==> src/core/oip_defines.svh <==
`ifndef OIP_DEFINES_SVH
`define OIP_DEFINES_SVH

// ********************************
// register byte offsets
// ********************************
`define OIP_A_CTRL    8'h00
`define OIP_A_CMD     8'h04
`define OIP_A_STAT    8'h08
`define OIP_A_CURR    8'h0c
`define OIP_A_CURR2   8'h10
`define OIP_A_CURRT   8'h14
`define OIP_A_CURR2T  8'h18
`define OIP_A_PORT    8'h1c
`define OIP_A_DLY     8'h20

// ********************************
// field positions
// ********************************
`define OIP_CTRL_MODE 0
`define OIP_CTRL_OCP  2
`define OIP_CTRL_DIO  3
`define OIP_CTRL_ON   4
`define OIP_CMD_CLR   0
`define OIP_CMD_ARM   1
`define OIP_CMD_TRIG  2
`define OIP_PORT_DIR  2

// ********************************
// encodings and reset values
// ********************************
`define OIP_MODE_OFF   2'h0
`define OIP_MODE_LIVE  2'h1
`define OIP_MODE_LATCH 2'h2
`define OIP_CURR_RST   16'h1999
`define OIP_PORT_RST   2'h0

// ********************************
// timing
// ********************************
`define OIP_CLK_HZ       25000000
`define OIP_PROT_DLY_MS  80

`endif

==> src/core/oip_pkg.sv <==
package oip_pkg;

    typedef enum logic [2:0] {
        OIP_OFF   = 3'b001,
        OIP_LIVE  = 3'b010,
        OIP_LATCH = 3'b100
    } oip_mode_t;

    typedef struct packed {
        oip_mode_t   mode;
        logic        nv_ld;
        logic        nv_wr;
        logic [1:0]  nv_mode;
        logic        ocp_en;
        logic        digio;
        logic        out_req;
        logic        out_en;
        logic [15:0] curr;
        logic [15:0] curr2;
        logic [15:0] curr_trig;
        logic [15:0] curr2_trig;
        logic [1:0]  port_data;
        logic        pin3_in;
        logic        inh_s1;
        logic        inh_s2;
        logic        p3_s1;
        logic        p3_s2;
        logic        inh_latch;
        logic        oc_flag;
        logic        armed;
        logic [31:0] dly_cnt;
        logic [31:0] dly_val;
        logic [31:0] prdata;
        logic        pslverr;
    } oip_state_t;

endpackage
==> src/core/oip_core.sv <==
`timescale 1ns/100ps
`include "oip_defines.svh"

module oip_core
    import oip_pkg::*;
#(
    parameter int unsigned P_PROT_DLY_CYC =
        `OIP_PROT_DLY_MS * (`OIP_CLK_HZ / 1000)
) (
    input  wire logic        I_MCLK,
    input  wire logic        I_RST,
    input  wire logic        I_PSEL,
    input  wire logic        I_PENABLE,
    input  wire logic        I_PWRITE,
    input  wire logic [7:0]  I_PADDR,
    input  wire logic [31:0] I_PWDATA,
    output logic      [31:0] O_PRDATA,
    output logic             O_PREADY,
    output logic             O_PSLVERR,
    input  wire logic        I_INHIBIT_INPUT_N,
    input  wire logic        I_TRIG,
    input  wire logic [15:0] I_MEAS_CURR,
    input  wire logic [15:0] I_MEAS_CURR2,
    input  wire logic [1:0]  I_NV_MODE,
    output logic             O_NV_WR,
    output logic      [1:0]  O_NV_MODE,
    output logic             O_OUT_EN,
    output logic      [15:0] O_CURR_SET,
    output logic      [15:0] O_AUX_CURRENT_SETPOINT,
    output logic             O_OVERCURRENT_FLAG,
    output logic             O_FAULT_INDICATOR_OUT,
    output logic             O_PIN1,
    output logic             O_PIN2,
    input  wire logic        I_PIN3,
    output logic             O_PIN3,
    output logic             O_PIN3_OE
);

    // ********************************
    // helper functions
    // ********************************
    function automatic oip_mode_t mode_dec(input logic [1:0] c);
        case (c)
            `OIP_MODE_LIVE:  mode_dec = OIP_LIVE;
            `OIP_MODE_LATCH: mode_dec = OIP_LATCH;
            default:         mode_dec = OIP_OFF;
        endcase
    endfunction

    function automatic logic [1:0] mode_enc(input oip_mode_t m);
        case (m)
            OIP_LIVE:  mode_enc = `OIP_MODE_LIVE;
            OIP_LATCH: mode_enc = `OIP_MODE_LATCH;
            default:   mode_enc = `OIP_MODE_OFF;
        endcase
    endfunction

    // constant current when measured current reaches the limit
    function automatic logic at_limit(input logic [15:0] meas,
                                      input logic [15:0] lim);
        at_limit = (meas >= lim);
    endfunction

    // status is mapped for reads; writes to it are dropped without error
    function automatic logic mapped(input logic [7:0] a);
        case (a)
            `OIP_A_CTRL, `OIP_A_CMD, `OIP_A_STAT,
            `OIP_A_CURR, `OIP_A_CURR2, `OIP_A_CURRT,
            `OIP_A_CURR2T, `OIP_A_PORT, `OIP_A_DLY:
                mapped = 1'b1;
            default:
                mapped = 1'b0;
        endcase
    endfunction

    // ********************************
    // register map
    // ********************************
    // CTRL   [1:0] inhibit mode, [2] overcurrent enable,
    //        [3] digital i/o port use, [4] output on request
    // CMD    write only: [0] protection clear, [1] arm, [2] trigger
    // STAT   read only: [0] output enable, [1] overcurrent flag,
    //        [2] inhibit latch, [3] armed, [4] recorded constant
    //        current, [5] inhibit active, [6] raw constant current
    // CURR   active main setpoint, bits 15:0
    // CURR2  active auxiliary setpoint, bits 15:0
    // CURRT  pending main setpoint, moved on an armed trigger
    // CURR2T pending auxiliary setpoint, moved on the same trigger
    // PORT   [1:0] pin 1 and 2 data, [2] pin 3 as input;
    //        reads return the synchronised pin 3 level in bit 2
    // DLY    constant-current recording delay in clock cycles
    // unmapped offsets answer with an error and read as zero

    // ********************************
    // state
    // ********************************
    // delay reset value follows the clock rate; benches may shorten it
    localparam logic [31:0] DLY_RST = 32'(P_PROT_DLY_CYC);

    localparam oip_state_t ST_RST = '{
        mode:       OIP_OFF,
        nv_ld:      1'b1,
        nv_wr:      1'b0,
        nv_mode:    `OIP_MODE_OFF,
        ocp_en:     1'b0,
        digio:      1'b0,
        out_req:    1'b0,
        out_en:     1'b0,
        curr:       `OIP_CURR_RST,
        curr2:      `OIP_CURR_RST,
        curr_trig:  `OIP_CURR_RST,
        curr2_trig: `OIP_CURR_RST,
        port_data:  `OIP_PORT_RST,
        pin3_in:    1'b0,
        inh_s1:     1'b1,
        inh_s2:     1'b1,
        p3_s1:      1'b0,
        p3_s2:      1'b0,
        inh_latch:  1'b0,
        oc_flag:    1'b0,
        armed:      1'b0,
        dly_cnt:    32'h0,
        dly_val:    DLY_RST,
        prdata:     32'h0,
        pslverr:    1'b0
    };

    oip_state_t st_reg;
    oip_state_t st_next;

    logic inh_act;
    logic cc_raw;
    logic cc_rec;
    logic wr;
    logic clr_cmd;
    logic arm_cmd;
    logic trig_evt;
    logic chg;
    logic clr_ok;

    // ********************************
    // next state
    // ********************************
    always_comb begin
        st_next = st_reg;
        st_next.nv_wr = 1'b0;

        // two-stage synchronisers; stage one feeds only stage two
        st_next.inh_s1 = I_INHIBIT_INPUT_N;
        st_next.inh_s2 = st_reg.inh_s1;
        st_next.p3_s1 = I_PIN3;
        st_next.p3_s2 = st_reg.p3_s1;

        // stored mode is reloaded once after reset release
        if (st_reg.nv_ld) begin
            st_next.mode = mode_dec(I_NV_MODE);
            st_next.nv_ld = 1'b0;
        end

        // inhibit pin is active low
        inh_act = ~st_reg.inh_s2;
        cc_raw = at_limit(I_MEAS_CURR, st_reg.curr)
               | at_limit(I_MEAS_CURR2, st_reg.curr2);
        // the raw state still blocks a clear while the delay runs
        cc_rec = cc_raw & (st_reg.dly_cnt == 32'h0);

        wr = I_PSEL & I_PENABLE & I_PWRITE;
        clr_cmd = wr & (I_PADDR == `OIP_A_CMD)
                & I_PWDATA[`OIP_CMD_CLR];
        arm_cmd = wr & (I_PADDR == `OIP_A_CMD)
                & I_PWDATA[`OIP_CMD_ARM];
        trig_evt = st_reg.armed
                 & (I_TRIG | (wr & (I_PADDR == `OIP_A_CMD)
                 & I_PWDATA[`OIP_CMD_TRIG]));

        // ****************************
        // register writes
        // ****************************
        if (wr) begin
            case (I_PADDR)
                `OIP_A_CTRL: begin
                    st_next.mode = mode_dec(
                        I_PWDATA[`OIP_CTRL_MODE +: 2]);
                    st_next.nv_mode = I_PWDATA[`OIP_CTRL_MODE +: 2];
                    // each control write costs one store cycle of the cell
                    st_next.nv_wr = 1'b1;
                    st_next.ocp_en = I_PWDATA[`OIP_CTRL_OCP];
                    st_next.digio = I_PWDATA[`OIP_CTRL_DIO];
                    st_next.out_req = I_PWDATA[`OIP_CTRL_ON];
                end
                `OIP_A_CURR: begin
                    st_next.curr = I_PWDATA[15:0];
                end
                `OIP_A_CURR2: begin
                    st_next.curr2 = I_PWDATA[15:0];
                end
                `OIP_A_CURRT: begin
                    st_next.curr_trig = I_PWDATA[15:0];
                end
                `OIP_A_CURR2T: begin
                    st_next.curr2_trig = I_PWDATA[15:0];
                end
                `OIP_A_PORT: begin
                    // ignored while the port serves another function
                    if (st_reg.digio) begin
                        st_next.port_data = I_PWDATA[1:0];
                        st_next.pin3_in = I_PWDATA[`OIP_PORT_DIR];
                    end
                end
                `OIP_A_DLY: begin
                    st_next.dly_val = I_PWDATA;
                end
                default: begin
                end
            endcase
        end

        // ****************************
        // trigger
        // ****************************
        // trigger beats a same-cycle write of the active setpoint
        // arming is spent by the first trigger, so a held input acts once
        if (trig_evt) begin
            st_next.curr = st_reg.curr_trig;
            st_next.curr2 = st_reg.curr2_trig;
            st_next.armed = 1'b0;
        end
        if (arm_cmd) begin
            st_next.armed = 1'b1;
        end

        // ****************************
        // protection
        // ****************************
        clr_ok = ~inh_act & ~cc_raw;
        if (clr_cmd && clr_ok) begin
            st_next.inh_latch = 1'b0;
            st_next.oc_flag = 1'b0;
        end
        // sets come after the clear so a new fault is never lost
        if (st_reg.mode == OIP_LATCH && inh_act) begin
            st_next.inh_latch = 1'b1;
        end
        if (st_reg.ocp_en && cc_rec && st_reg.out_en) begin
            st_next.oc_flag = 1'b1;
        end

        // any programmed output change restarts the delay window
        chg = trig_evt | clr_cmd
            | (wr & ((I_PADDR == `OIP_A_CURR)
            | (I_PADDR == `OIP_A_CURR2)
            | (I_PADDR == `OIP_A_CTRL)));
        if (chg) begin
            st_next.dly_cnt = st_reg.dly_val;
        end else if (st_reg.dly_cnt != 32'h0) begin
            st_next.dly_cnt = st_reg.dly_cnt - 32'h1;
        end

        // out_req is never touched by faults, so clearing restores it
        // inhibit terms read the second synchroniser stage only
        st_next.out_en = st_next.out_req & ~st_next.oc_flag
            & ~((st_next.mode == OIP_LATCH)
                & st_next.inh_latch)
            & ~((st_next.mode == OIP_LIVE)
                & inh_act);

        // ****************************
        // read data, caught in setup
        // ****************************
        if (I_PSEL && !I_PENABLE) begin
            st_next.pslverr = ~mapped(I_PADDR);
            st_next.prdata = 32'h0;
            if (!I_PWRITE) begin
                case (I_PADDR)
                    `OIP_A_CTRL: begin
                        st_next.prdata[`OIP_CTRL_MODE +: 2] =
                            mode_enc(st_reg.mode);
                        st_next.prdata[`OIP_CTRL_OCP] = st_reg.ocp_en;
                        st_next.prdata[`OIP_CTRL_DIO] = st_reg.digio;
                        st_next.prdata[`OIP_CTRL_ON] = st_reg.out_req;
                    end
                    `OIP_A_STAT: begin
                        st_next.prdata[6:0] = {cc_raw, inh_act,
                            cc_rec, st_reg.armed, st_reg.inh_latch,
                            st_reg.oc_flag, st_reg.out_en};
                    end
                    `OIP_A_CURR: begin
                        st_next.prdata[15:0] = st_reg.curr;
                    end
                    `OIP_A_CURR2: begin
                        st_next.prdata[15:0] = st_reg.curr2;
                    end
                    `OIP_A_CURRT: begin
                        st_next.prdata[15:0] = st_reg.curr_trig;
                    end
                    `OIP_A_CURR2T: begin
                        st_next.prdata[15:0] = st_reg.curr2_trig;
                    end
                    `OIP_A_PORT: begin
                        // bit 2 is the pin level, not the direction bit
                        st_next.prdata[2:0] = {st_reg.p3_s2,
                            st_reg.port_data};
                    end
                    `OIP_A_DLY: begin
                        st_next.prdata = st_reg.dly_val;
                    end
                    default: begin
                    end
                endcase
            end
        end
    end

    // ********************************
    // state register
    // ********************************
    // asynchronous reset loads constants only
    always_ff @(posedge I_MCLK or posedge I_RST) begin
        if (I_RST) begin
            st_reg <= ST_RST;
        end else begin
            st_reg <= st_next;
        end
    end

    // ********************************
    // outputs
    // ********************************
    // zero wait states: every access completes in its first cycle
    assign O_PREADY = 1'b1;
    assign O_PRDATA = st_reg.prdata;
    assign O_PSLVERR = st_reg.pslverr & I_PSEL & I_PENABLE;

    assign O_NV_WR = st_reg.nv_wr;
    assign O_NV_MODE = st_reg.nv_mode;
    assign O_OUT_EN = st_reg.out_en;
    assign O_CURR_SET = st_reg.curr;
    assign O_AUX_CURRENT_SETPOINT = st_reg.curr2;
    assign O_OVERCURRENT_FLAG = st_reg.oc_flag;
    assign O_FAULT_INDICATOR_OUT = st_reg.oc_flag | st_reg.inh_latch;

    // pins idle low when the port is not in digital i/o use
    assign O_PIN1 = st_reg.digio & st_reg.port_data[0];
    assign O_PIN2 = st_reg.digio & st_reg.port_data[1];
    // pin 3 drives low whenever it is an output; no data bit sets its level
    assign O_PIN3 = 1'b0;
    assign O_PIN3_OE = st_reg.digio & ~st_reg.pin3_in;

endmodule

==> config.mk <==
export PLATFORM = sky130hd
export DESIGN_NAME = oip_core
export DESIGN_NICKNAME = d
export VERILOG_FILES = /design/src/core/oip_pkg.sv /design/src/core/oip_core.sv
export VERILOG_INCLUDE_DIRS = /design/src /design/src/core
export SDC_FILE = /design/constraint.sdc
export NUM_CORES = 1
export LEC_CHECK = 0
export ABC_AREA = 1
export BUFFER_PORTS_ARGS = -buffer_cell sky130_fd_sc_hd__buf_2
export CAP_MARGIN = 20
export CORE_ASPECT_RATIO = 0.6
export CORE_UTILIZATION = 25
export CTS_CLUSTER_DIAMETER = 50
export DETAILED_ROUTE_END_ITERATION = 6
export PLACE_DENSITY_LB_ADDON = 0.05
export SYNTH_ARGS = -nofsm -noshare
export SYNTH_HDL_FRONTEND = slang
export SYNTH_SLANG_ARGS = --single-unit
==> constraint.sdc <==
create_clock -name I_MCLK -period 7.8 [get_ports I_MCLK]
set_input_delay 0.78 -clock I_MCLK [delete_from_list [all_inputs] [get_ports I_MCLK]]
set_output_delay 0.78 -clock I_MCLK [all_outputs]
set_load 0.01 [all_outputs]
==> reports/qor.yml, run 1 <==
placed_design:
  dp_hpwl_um: 25200
  place.gp.congestion: 0.806
  port_buffers: 155
drt:
  wl_per_cell_um: 18.5
  finalWirelength_um: 34100
  route.vias.total: 8220
  via_per_inst: 4.45
  drc: 0
  drtAntennaViolNets: 0
  drt_iter0_markers: 492
  dr.pass1.iters: 5
floorplan:
  die_h_um: 159
  dieArea_sq_um: 41800
  start_util: 0.253
  fp-row-count: 57
  die_w_um: 263
  io_pins: 158
  core_sq_um: 40400
worst_setup_path:
  crit_path_end_kind: "register"
  start_kind: "input pin"
  crit_path_start: "I_PADDR[3]"
  worstReg2RegStart: "O_CURR_SET[11]"
  path_max_fanout: 53
  reg2reg_depth: 12
  worst_ep_required_time_ns: 8.17
  regToRegSetupSlack_ns: 5.27
  setup.worst_path.end: "st_reg[80]"
  cp_data_arrival_time_ns: 3.36
  r2r-end: "O_PRDATA[6]"
  crit_type: "in2reg"
global_route:
  grt-ovfl-total: 0
  grt_max_degree: 119
  grt_util_all_layers: 0.168
  antenna_found_initial: 0
  grt_pass1_vias: 8361
  grt_pass1_wl_um: 52800
cts:
  cts_sinks: 182
  numCtsBuffers: 17
  ctsRootBufferMaster: "clkbuf_16"
  insertion_delay_ns: 0.45
  cts_hold_buf: 0
  h-tree-depth: 4
  cts_tree: "yes"
  path_clk_slew_ns: 0.07
  cts_resized: 0
  cts_max_path_buffers: 2
  postCtsSetupBuffers: 0
cells_and_area:
  multiInputGateArea_sq_um: 4210
  final_cell_mix: "nand2_1, inv_1, buf_2, dfrtp_1, nor2_1"
  drive_gt1_frac: 0.226
  n_antenna_cell: 0
  final_common_cell: "nand2_1"
  ff_latch_area_sq_um: 4600
  largest_reg_flops: 111
  final_nets: 1423
  area_growth_syn_to_layout_pct: 13.9
  fillCellCount: 4392
yosys:
  syn_area_per_cell_sq_um: 8.35
  yosysWarnings: 0
  syn_inst: 1227
  netlist_area_sq_um: 10200
  ys_types: 51
  synth-seq-area-share: 0.449
  synth_seq_cells: 182
sta:
  setup_tns_ns: 0
  finalMaxSlewViolations: 0
  min_period_ns: 2.99
  max_clock_freq_mhz: 335
  fin_crit_sh: 0.383
  hold_viol_final: 0
  final-setup-viol-count: 0
  rsz0062_at_grt: "no"
  fin_hold_ws_ns: 0.357
  relSlewSlack: 0.397
  tightest_slew_ns: 0.905
  finClkSkew_ns: 0.0144
worst_hold_path:
  worst_hold_path_type: "reg2reg"
  worstHoldStart: "st_next[102]"
pwr:
  ir_drop_mv: 0.163
  finalPower_uw: 2470
  p_leak_uw: 0.00574
  p_per_area_nw_per_um2: 211
run:
  maxCapViolations: 0
run_status:
  outcome: "complete, no violations"
-- how the worst min path moves through the flow --
| stage | slack (ns) | end | cells after the start |
|---|---|---|---|
| 2_1_floorplan | 0.33 | st_reg[100] | 0 |
| 3_3_place_gp | 0.34 | st_reg[100] | 0 |
| 3_5_place_dp | 0.35 | st_reg[102] | 0 |
| 4_1_cts | 0.36 | st_reg[102] | 0 |
| 5_1_grt | 0.36 | st_reg[102] | 0 |
| 6_report | 0.36 | st_reg[102] | 0 |
-- report_power, final --
part	switching (uW)	internal, uW
sequential	78.1	1030
combinational	289	166
clock	414	493
-- metrics by stage --
stage	worst slack (ns)	area (sq um)	std cells	utilization
floorplan	2.14	10300	1228	-
global placement	4.06	11000	1812	0.272
detailed placement	4.07	11000	1813	0.273
CTS	4.57	11600	1845	0.287
global route	4.49	11700	1848	0.289
finish	4.81	11700	1848	0.289
-- critical path: stages --
cell and delay [ns]:
buf_2 0.09, inv_1 0.08, nand3_1 0.16, nor2_2 0.07, nand2_1 0.09, o21ai_2 0.08, nand2_2 0.06, buf_4 0.46
nand3_4 0.46, nor2_4 0.69, o21ai_0 0.19, o21ai_1 0.11
-- final cells by class --
class | instances | area share
flip-flops and latches | 182 | 0.394
repair buffers | 163 | 0.0760
multi-input cells | 749 | 0.361
clock buffers | 22 | 0.0398
inverters | 191 | 0.0623
clock inverters | 10 | 0.0102
well taps | 531 | 0.0569
-- cells by family (layout without fill, tap and decap cells) --
| kind of cell | count (synthesis) | in the layout | share of synthesized area |
|---|---|---|---|
| xor gates and xnor gates | 17 | 17 | 0.0145 |
| other | 2 | 3 | 0.000733 |
| adders and majority gates | 37 | 37 | 0.0452 |
| muxes | 16 | 16 | 0.0176 |
| buffers and inverters | 297 | 386 | 0.140 |
| and+or+nand+nor | 467 | 467 | 0.201 |
| AOI/OAI and AO/OA | 209 | 209 | 0.132 |
| DFF | 182 | 182 | 0.449 |
-- cell usage after synthesis, drive strengths merged --
| cell type | number | area [sq um] |
|---|---|---|
| nand2 | 301 | 1170 |
| inv | 191 | 719 |
| dfrtp | 143 | 3580 |
| o21ai | 96 | 492 |
| nor2 | 88 | 414 |
| buf | 84 | 636 |
| nand3 | 44 | 253 |
| dfstp | 39 | 1020 |
| ha | 37 | 463 |
| o22ai | 33 | 206 |
| o221ai | 32 | 280 |
| clkbuf | 22 | 82.6 |
| a32o | 16 | 160 |
| mux2 | 16 | 180 |
| nand4 | 16 | 106 |
| xor2 | 14 | 123 |
| a21oi | 12 | 60.1 |
| a211oi | 9 | 67.6 |
| nor3 | 9 | 55.1 |
| or2 | 4 | 25.0 |
| nor4 | 3 | 18.8 |
| o21bai | 3 | 22.5 |
| xnor2 | 3 | 26.3 |
| conb | 2 | 7.51 |
| o31ai | 2 | 15.0 |
| a21o | 1 | 7.51 |
| a31oi | 1 | 6.26 |
| a41oi | 1 | 8.76 |
| and3 | 1 | 6.26 |
| nand3b | 1 | 7.51 |
| o211ai | 1 | 7.51 |
| o21a | 1 | 7.51 |
| o2bb2ai | 1 | 8.76 |
-- layer usage --
layer / GRT usage / vias up / share of wire
met3: 0.0262 / 16 / 0.029
met4: 0.0399 / 0 / 0.0096
met5: 0 / - / 0
met2: 0.235 / 134 / 0.41
li1: - / 4079 / -
met1: 0.264 / 3991 / 0.55
(Power assumes the default switching activity.)
==> run 2: changes to the inputs <==
--- a/config.mk
+++ b/config.mk
@@ -6,7 +6,7 @@
 export SDC_FILE = /design/constraint.sdc
 export NUM_CORES = 1
 export LEC_CHECK = 0
-export ABC_AREA = 1
+export ABC_AREA = 0
 export BUFFER_PORTS_ARGS = -buffer_cell sky130_fd_sc_hd__buf_2
 export CAP_MARGIN = 20
 export CORE_ASPECT_RATIO = 0.6
==> constraint.sdc (replaced) <==
create_clock -name I_MCLK -period 2.8 [get_ports I_MCLK]
set_input_delay 0.28 -clock I_MCLK [delete_from_list [all_inputs] [get_ports I_MCLK]]
set_output_delay 0.28 -clock I_MCLK [all_outputs]
set_load 0.01 [all_outputs]
==> run 2 against run 1 <==
Compared with the run above: sequential power grew to 2.8 times the previous value; cell count decreased by 15%; clock skew shrank 0.00094 ns; sequential share of layout area up 0.19 points; first-iteration DRC count shrank 1.8%; power grew to 2.7 times the previous value; synthesized area down 3.8%; sequential cell count did not move; non-clock buffer count grew 41.
==> reports/qor.yml, run 2 <==
pwr:
  ir_drop_mv: 0.444  # +170%
  finalPower_uw: 6610  # +170%
  pwr-share-clk: 0.380  # +0.012
  pwr-share-comb: 0.153  # -0.032
  p_leak_uw: 0.00552  # -3.9%
  internal_power_uw: 4590  # +170%
  p_sw_frac: 0.305  # -0.0115
  p_sw_uw: 2020  # +160%
  seq_power_share: 0.468  # +0.020
  p_per_area_nw_per_um2: 568  # +170%
yosys:
  synth-seq-area-share: 0.467  # +0.0179
  ys_types: 72  # +41%
  netlist_area_sq_um: 9860  # -3.8%
  synth_area_leaders: "dfrtp_1, dfstp_2, mux2_2"
  synth_edf_count: 0  # unchanged
  synthFlopType: "dfrtp_1"
  synth_most_common_cell: "dfrtp_1"
  syn_area_per_cell_sq_um: 10.6  # +27%
  synth_top_area_frac: 0.363  # +0.0139
  syn_inst: 927  # -24%
  synth_commonest_cells: "dfrtp_1, nand2_1, o21ai_0, buf_4, mux2_2"
  synth_async_sr_flop_share: 1.00  # unchanged
  synth_seq_cells: 182  # unchanged
  yosysWarnings: 0  # unchanged
  synth_top_cell_by_area: "dfrtp_1"
worst_setup_path:
  worst_ep_required_time_ns: 3.12  # -5.05 ns
  cp.depth: 7  # -5
  worstReg2RegStart: "O_CURR_SET[0]"
  crit_path_start: "O_CURR_SET[0]"
  cp_data_arrival_time_ns: 2.83  # -0.53 ns
  crit_family: "simple AND/OR/NAND/NOR gates"
  crit_path_end_kind: "register"
  max_stage_delay_ns: 0.59  # -0.10 ns
  cp_slowest_cell: "a2111oi_0"
  crit_type: "reg2reg"
  critical_path_buf_inv_count: 0  # -3
  reg2reg_depth: 7  # -5
  start_kind: "register"
  path_max_fanout: 4  # -92%
  crit_path_cell_trace: "ha_1 -> nand2b_1 -> a2111oi_0 -> nand3b_1 -> and3_1 -> and2_1 -> o311ai_0"
cells_and_area:
  largest_reg_flops: 111  # unchanged
  final_cell_mix: "buf_2, dfrtp_1, nand2_1, o21ai_0, mux2_2"
  finish.utilization: 0.304  # +0.0149
  final_nets: 1161  # -18%
  final_common_cell: "buf_2"
  drive_gt1_frac: 0.337  # +0.112
  design_area_sq_um: 11600  # -0.48%
  n_antenna_cell: 0  # unchanged
  area_growth_syn_to_layout_pct: 17.9
drt:
  drtAntennaViolNets: 0  # unchanged
  finalWirelength_um: 32200  # -5.7%
  via_per_inst: 4.64  # +4.3%
  route.vias.total: 7271  # -12%
  drc: 0  # unchanged
  dr.pass1.iters: 5  # unchanged
  wl_per_cell_um: 20.5  # +11%
  drt_iter0_markers: 483  # -1.8%
sta:
  hold_viol_final: 0  # unchanged
  finalMaxSlewViolations: 0  # unchanged
  fin_crit_sh: 0.895
  setup_tns_ns: 0  # unchanged
  fin_hold_ws_ns: 0.0536  # -0.304 ns
  finClkSkew_ns: 0.0135  # -0.000938 ns
  min_period_ns: 2.51
  final-setup-viol-count: 0  # unchanged
  tightest_slew_ns: 0.598  # -0.306 ns
  max_clock_freq_mhz: 399
  rsz0062_at_grt: "no"
  relSlewSlack: 0.591  # +0.194
global_route:
  grt.met1_usage: 0.249  # -0.0147
  use_met3: 0.0270  # +0.000756
  grt_pass1_vias: 7449  # -11%
  grt_util_all_layers: 0.165  # -0.00302
  grt_max_degree: 68  # -43%
  gr-usage-met2: 0.242  # +0.00722
  grt_pass1_wl_um: 49100  # -6.9%
  grt-ovfl-total: 0  # unchanged
  grt.busiest_layer: "met1"
  antenna_found_initial: 0  # unchanged
cts:
  postCtsSetupBuffers: 0  # unchanged
  cts_tree: "yes"
  insertion_delay_ns: 0.45  # about the same
  cts_sinks: 182  # unchanged
  cts_max_path_buffers: 2  # unchanged
  h-tree-depth: 4  # unchanged
  cts_resized: 0  # unchanged
  path_clk_slew_ns: 0.08  # about the same
  numCtsBuffers: 17  # unchanged
  ctsRootBufferMaster: "clkbuf_16"
worst_hold_path:
  hold_path_depth: 2  # +2
  worstHoldStart: "I_PWDATA[21]"
  worst_hold_path_type: "in2reg"
floorplan:
  dieArea_sq_um: 40200  # -3.8%
  start_util: 0.258  # +0.00414
  fp-row-count: 55  # -3.5%
  die_w_um: 258  # -1.9%
  io_pins: 158  # unchanged
  die_h_um: 156  # -1.9%
  core_sq_um: 38300  # -5.4%
placed_design:
  dpl_cell_area_sq_um: 11000  # -0.20%
  dp_hpwl_um: 23800  # -5.6%
  place.gp.congestion: 0.746  # -7.3%
  port_buffers: 155  # unchanged
run:
  maxCapViolations: 0  # unchanged
run_status:
  outcome: "complete, no violations"
==> run 2: cell type report <==
cell class                      count  area, sq um
Clock buffer                       17          425
Multi-Input combinational cell    594         4410
Fill cell                        4094        26600
Sequential cell                   182         4600
Clock inverter                     15          164
Tap cell                          513          642
Inverter                           43          165
Timing Repair Buffer              204         1210
==> run 2: worst register-to-register path, cell delays in order, from the launching register on <==
cell,delay [ns]
dfstp_2,0.58
ha_1,0.23
nand2b_1,0.14
a2111oi_0,0.59
nand3b_1,0.17
and3_1,0.23
and2_1,0.28
o311ai_0,0.15
==> run 2: repair_timing <==
action                     4_1_cts  5_1_grt
hold buffers                     3        0
hold endpoints to repair         9        0
setup endpoints to repair        0        0
==> run 2: cells by family (layout without fill, tap and decap cells) <==
family,count (synthesis),in the layout,synth area share
and+or+nand+nor,230,230,0.129
AOI/OAI and AO/OA,194,194,0.132
DFF,182,182,0.467
buffers and inverters,152,279,0.0872
muxes,103,103,0.113
adders and majority gates,37,37,0.0470
xor gates and xnor gates,27,27,0.0240
other,2,3,0.000762
==> run 2: metal layers <==
metal,vias to the layer above,wire [um]
met4,0,249
met1,3645,17100
met5,-,0
met2,116,13900
met3,16,991
li1,3494,-
==> run 2: path summary, 6_finish.rpt <==
| check | endpoint | slack, ns |
|---|---|---|
| worst max register to register | O_PRDATA[6] | 0.29 |
| worst min-delay path | st_reg[54] | 0.05 |
| max in group asynchronous | O_CURR_SET[12] | 1.74 |
| worst min register to register | st_reg[102] | 0.36 |
| min in group asynchronous | O_PRDATA[28] | 0.34 |
| worst max-delay path | O_PRDATA[6] | 0.29 |
==> run 2: per-stage QoR <==
| stage | cells | worst slack (ns) |
|---|---|---|
| final | 1568 | 0.293 |
| after CTS | 1568 | 0.333 |
| after global placement | 1533 | 0.318 |
| after floorplan | 928 | 0.215 |
| after detailed placement | 1533 | 0.360 |
| after global routing | 1568 | 0.150 |
==> run 2: power groups by stage <==
stage | clock network, uW | logic, uW | registers, uW
2_1_floorplan | 0 | 678 | 3070
3_3_place_gp | 0 | 1010 | 3150
3_5_place_dp | 0 | 1020 | 3140
4_1_cts | 2600 | 1030 | 3090
5_1_grt | 2690 | 1130 | 3130
6_report | 2510 | 1010 | 3090
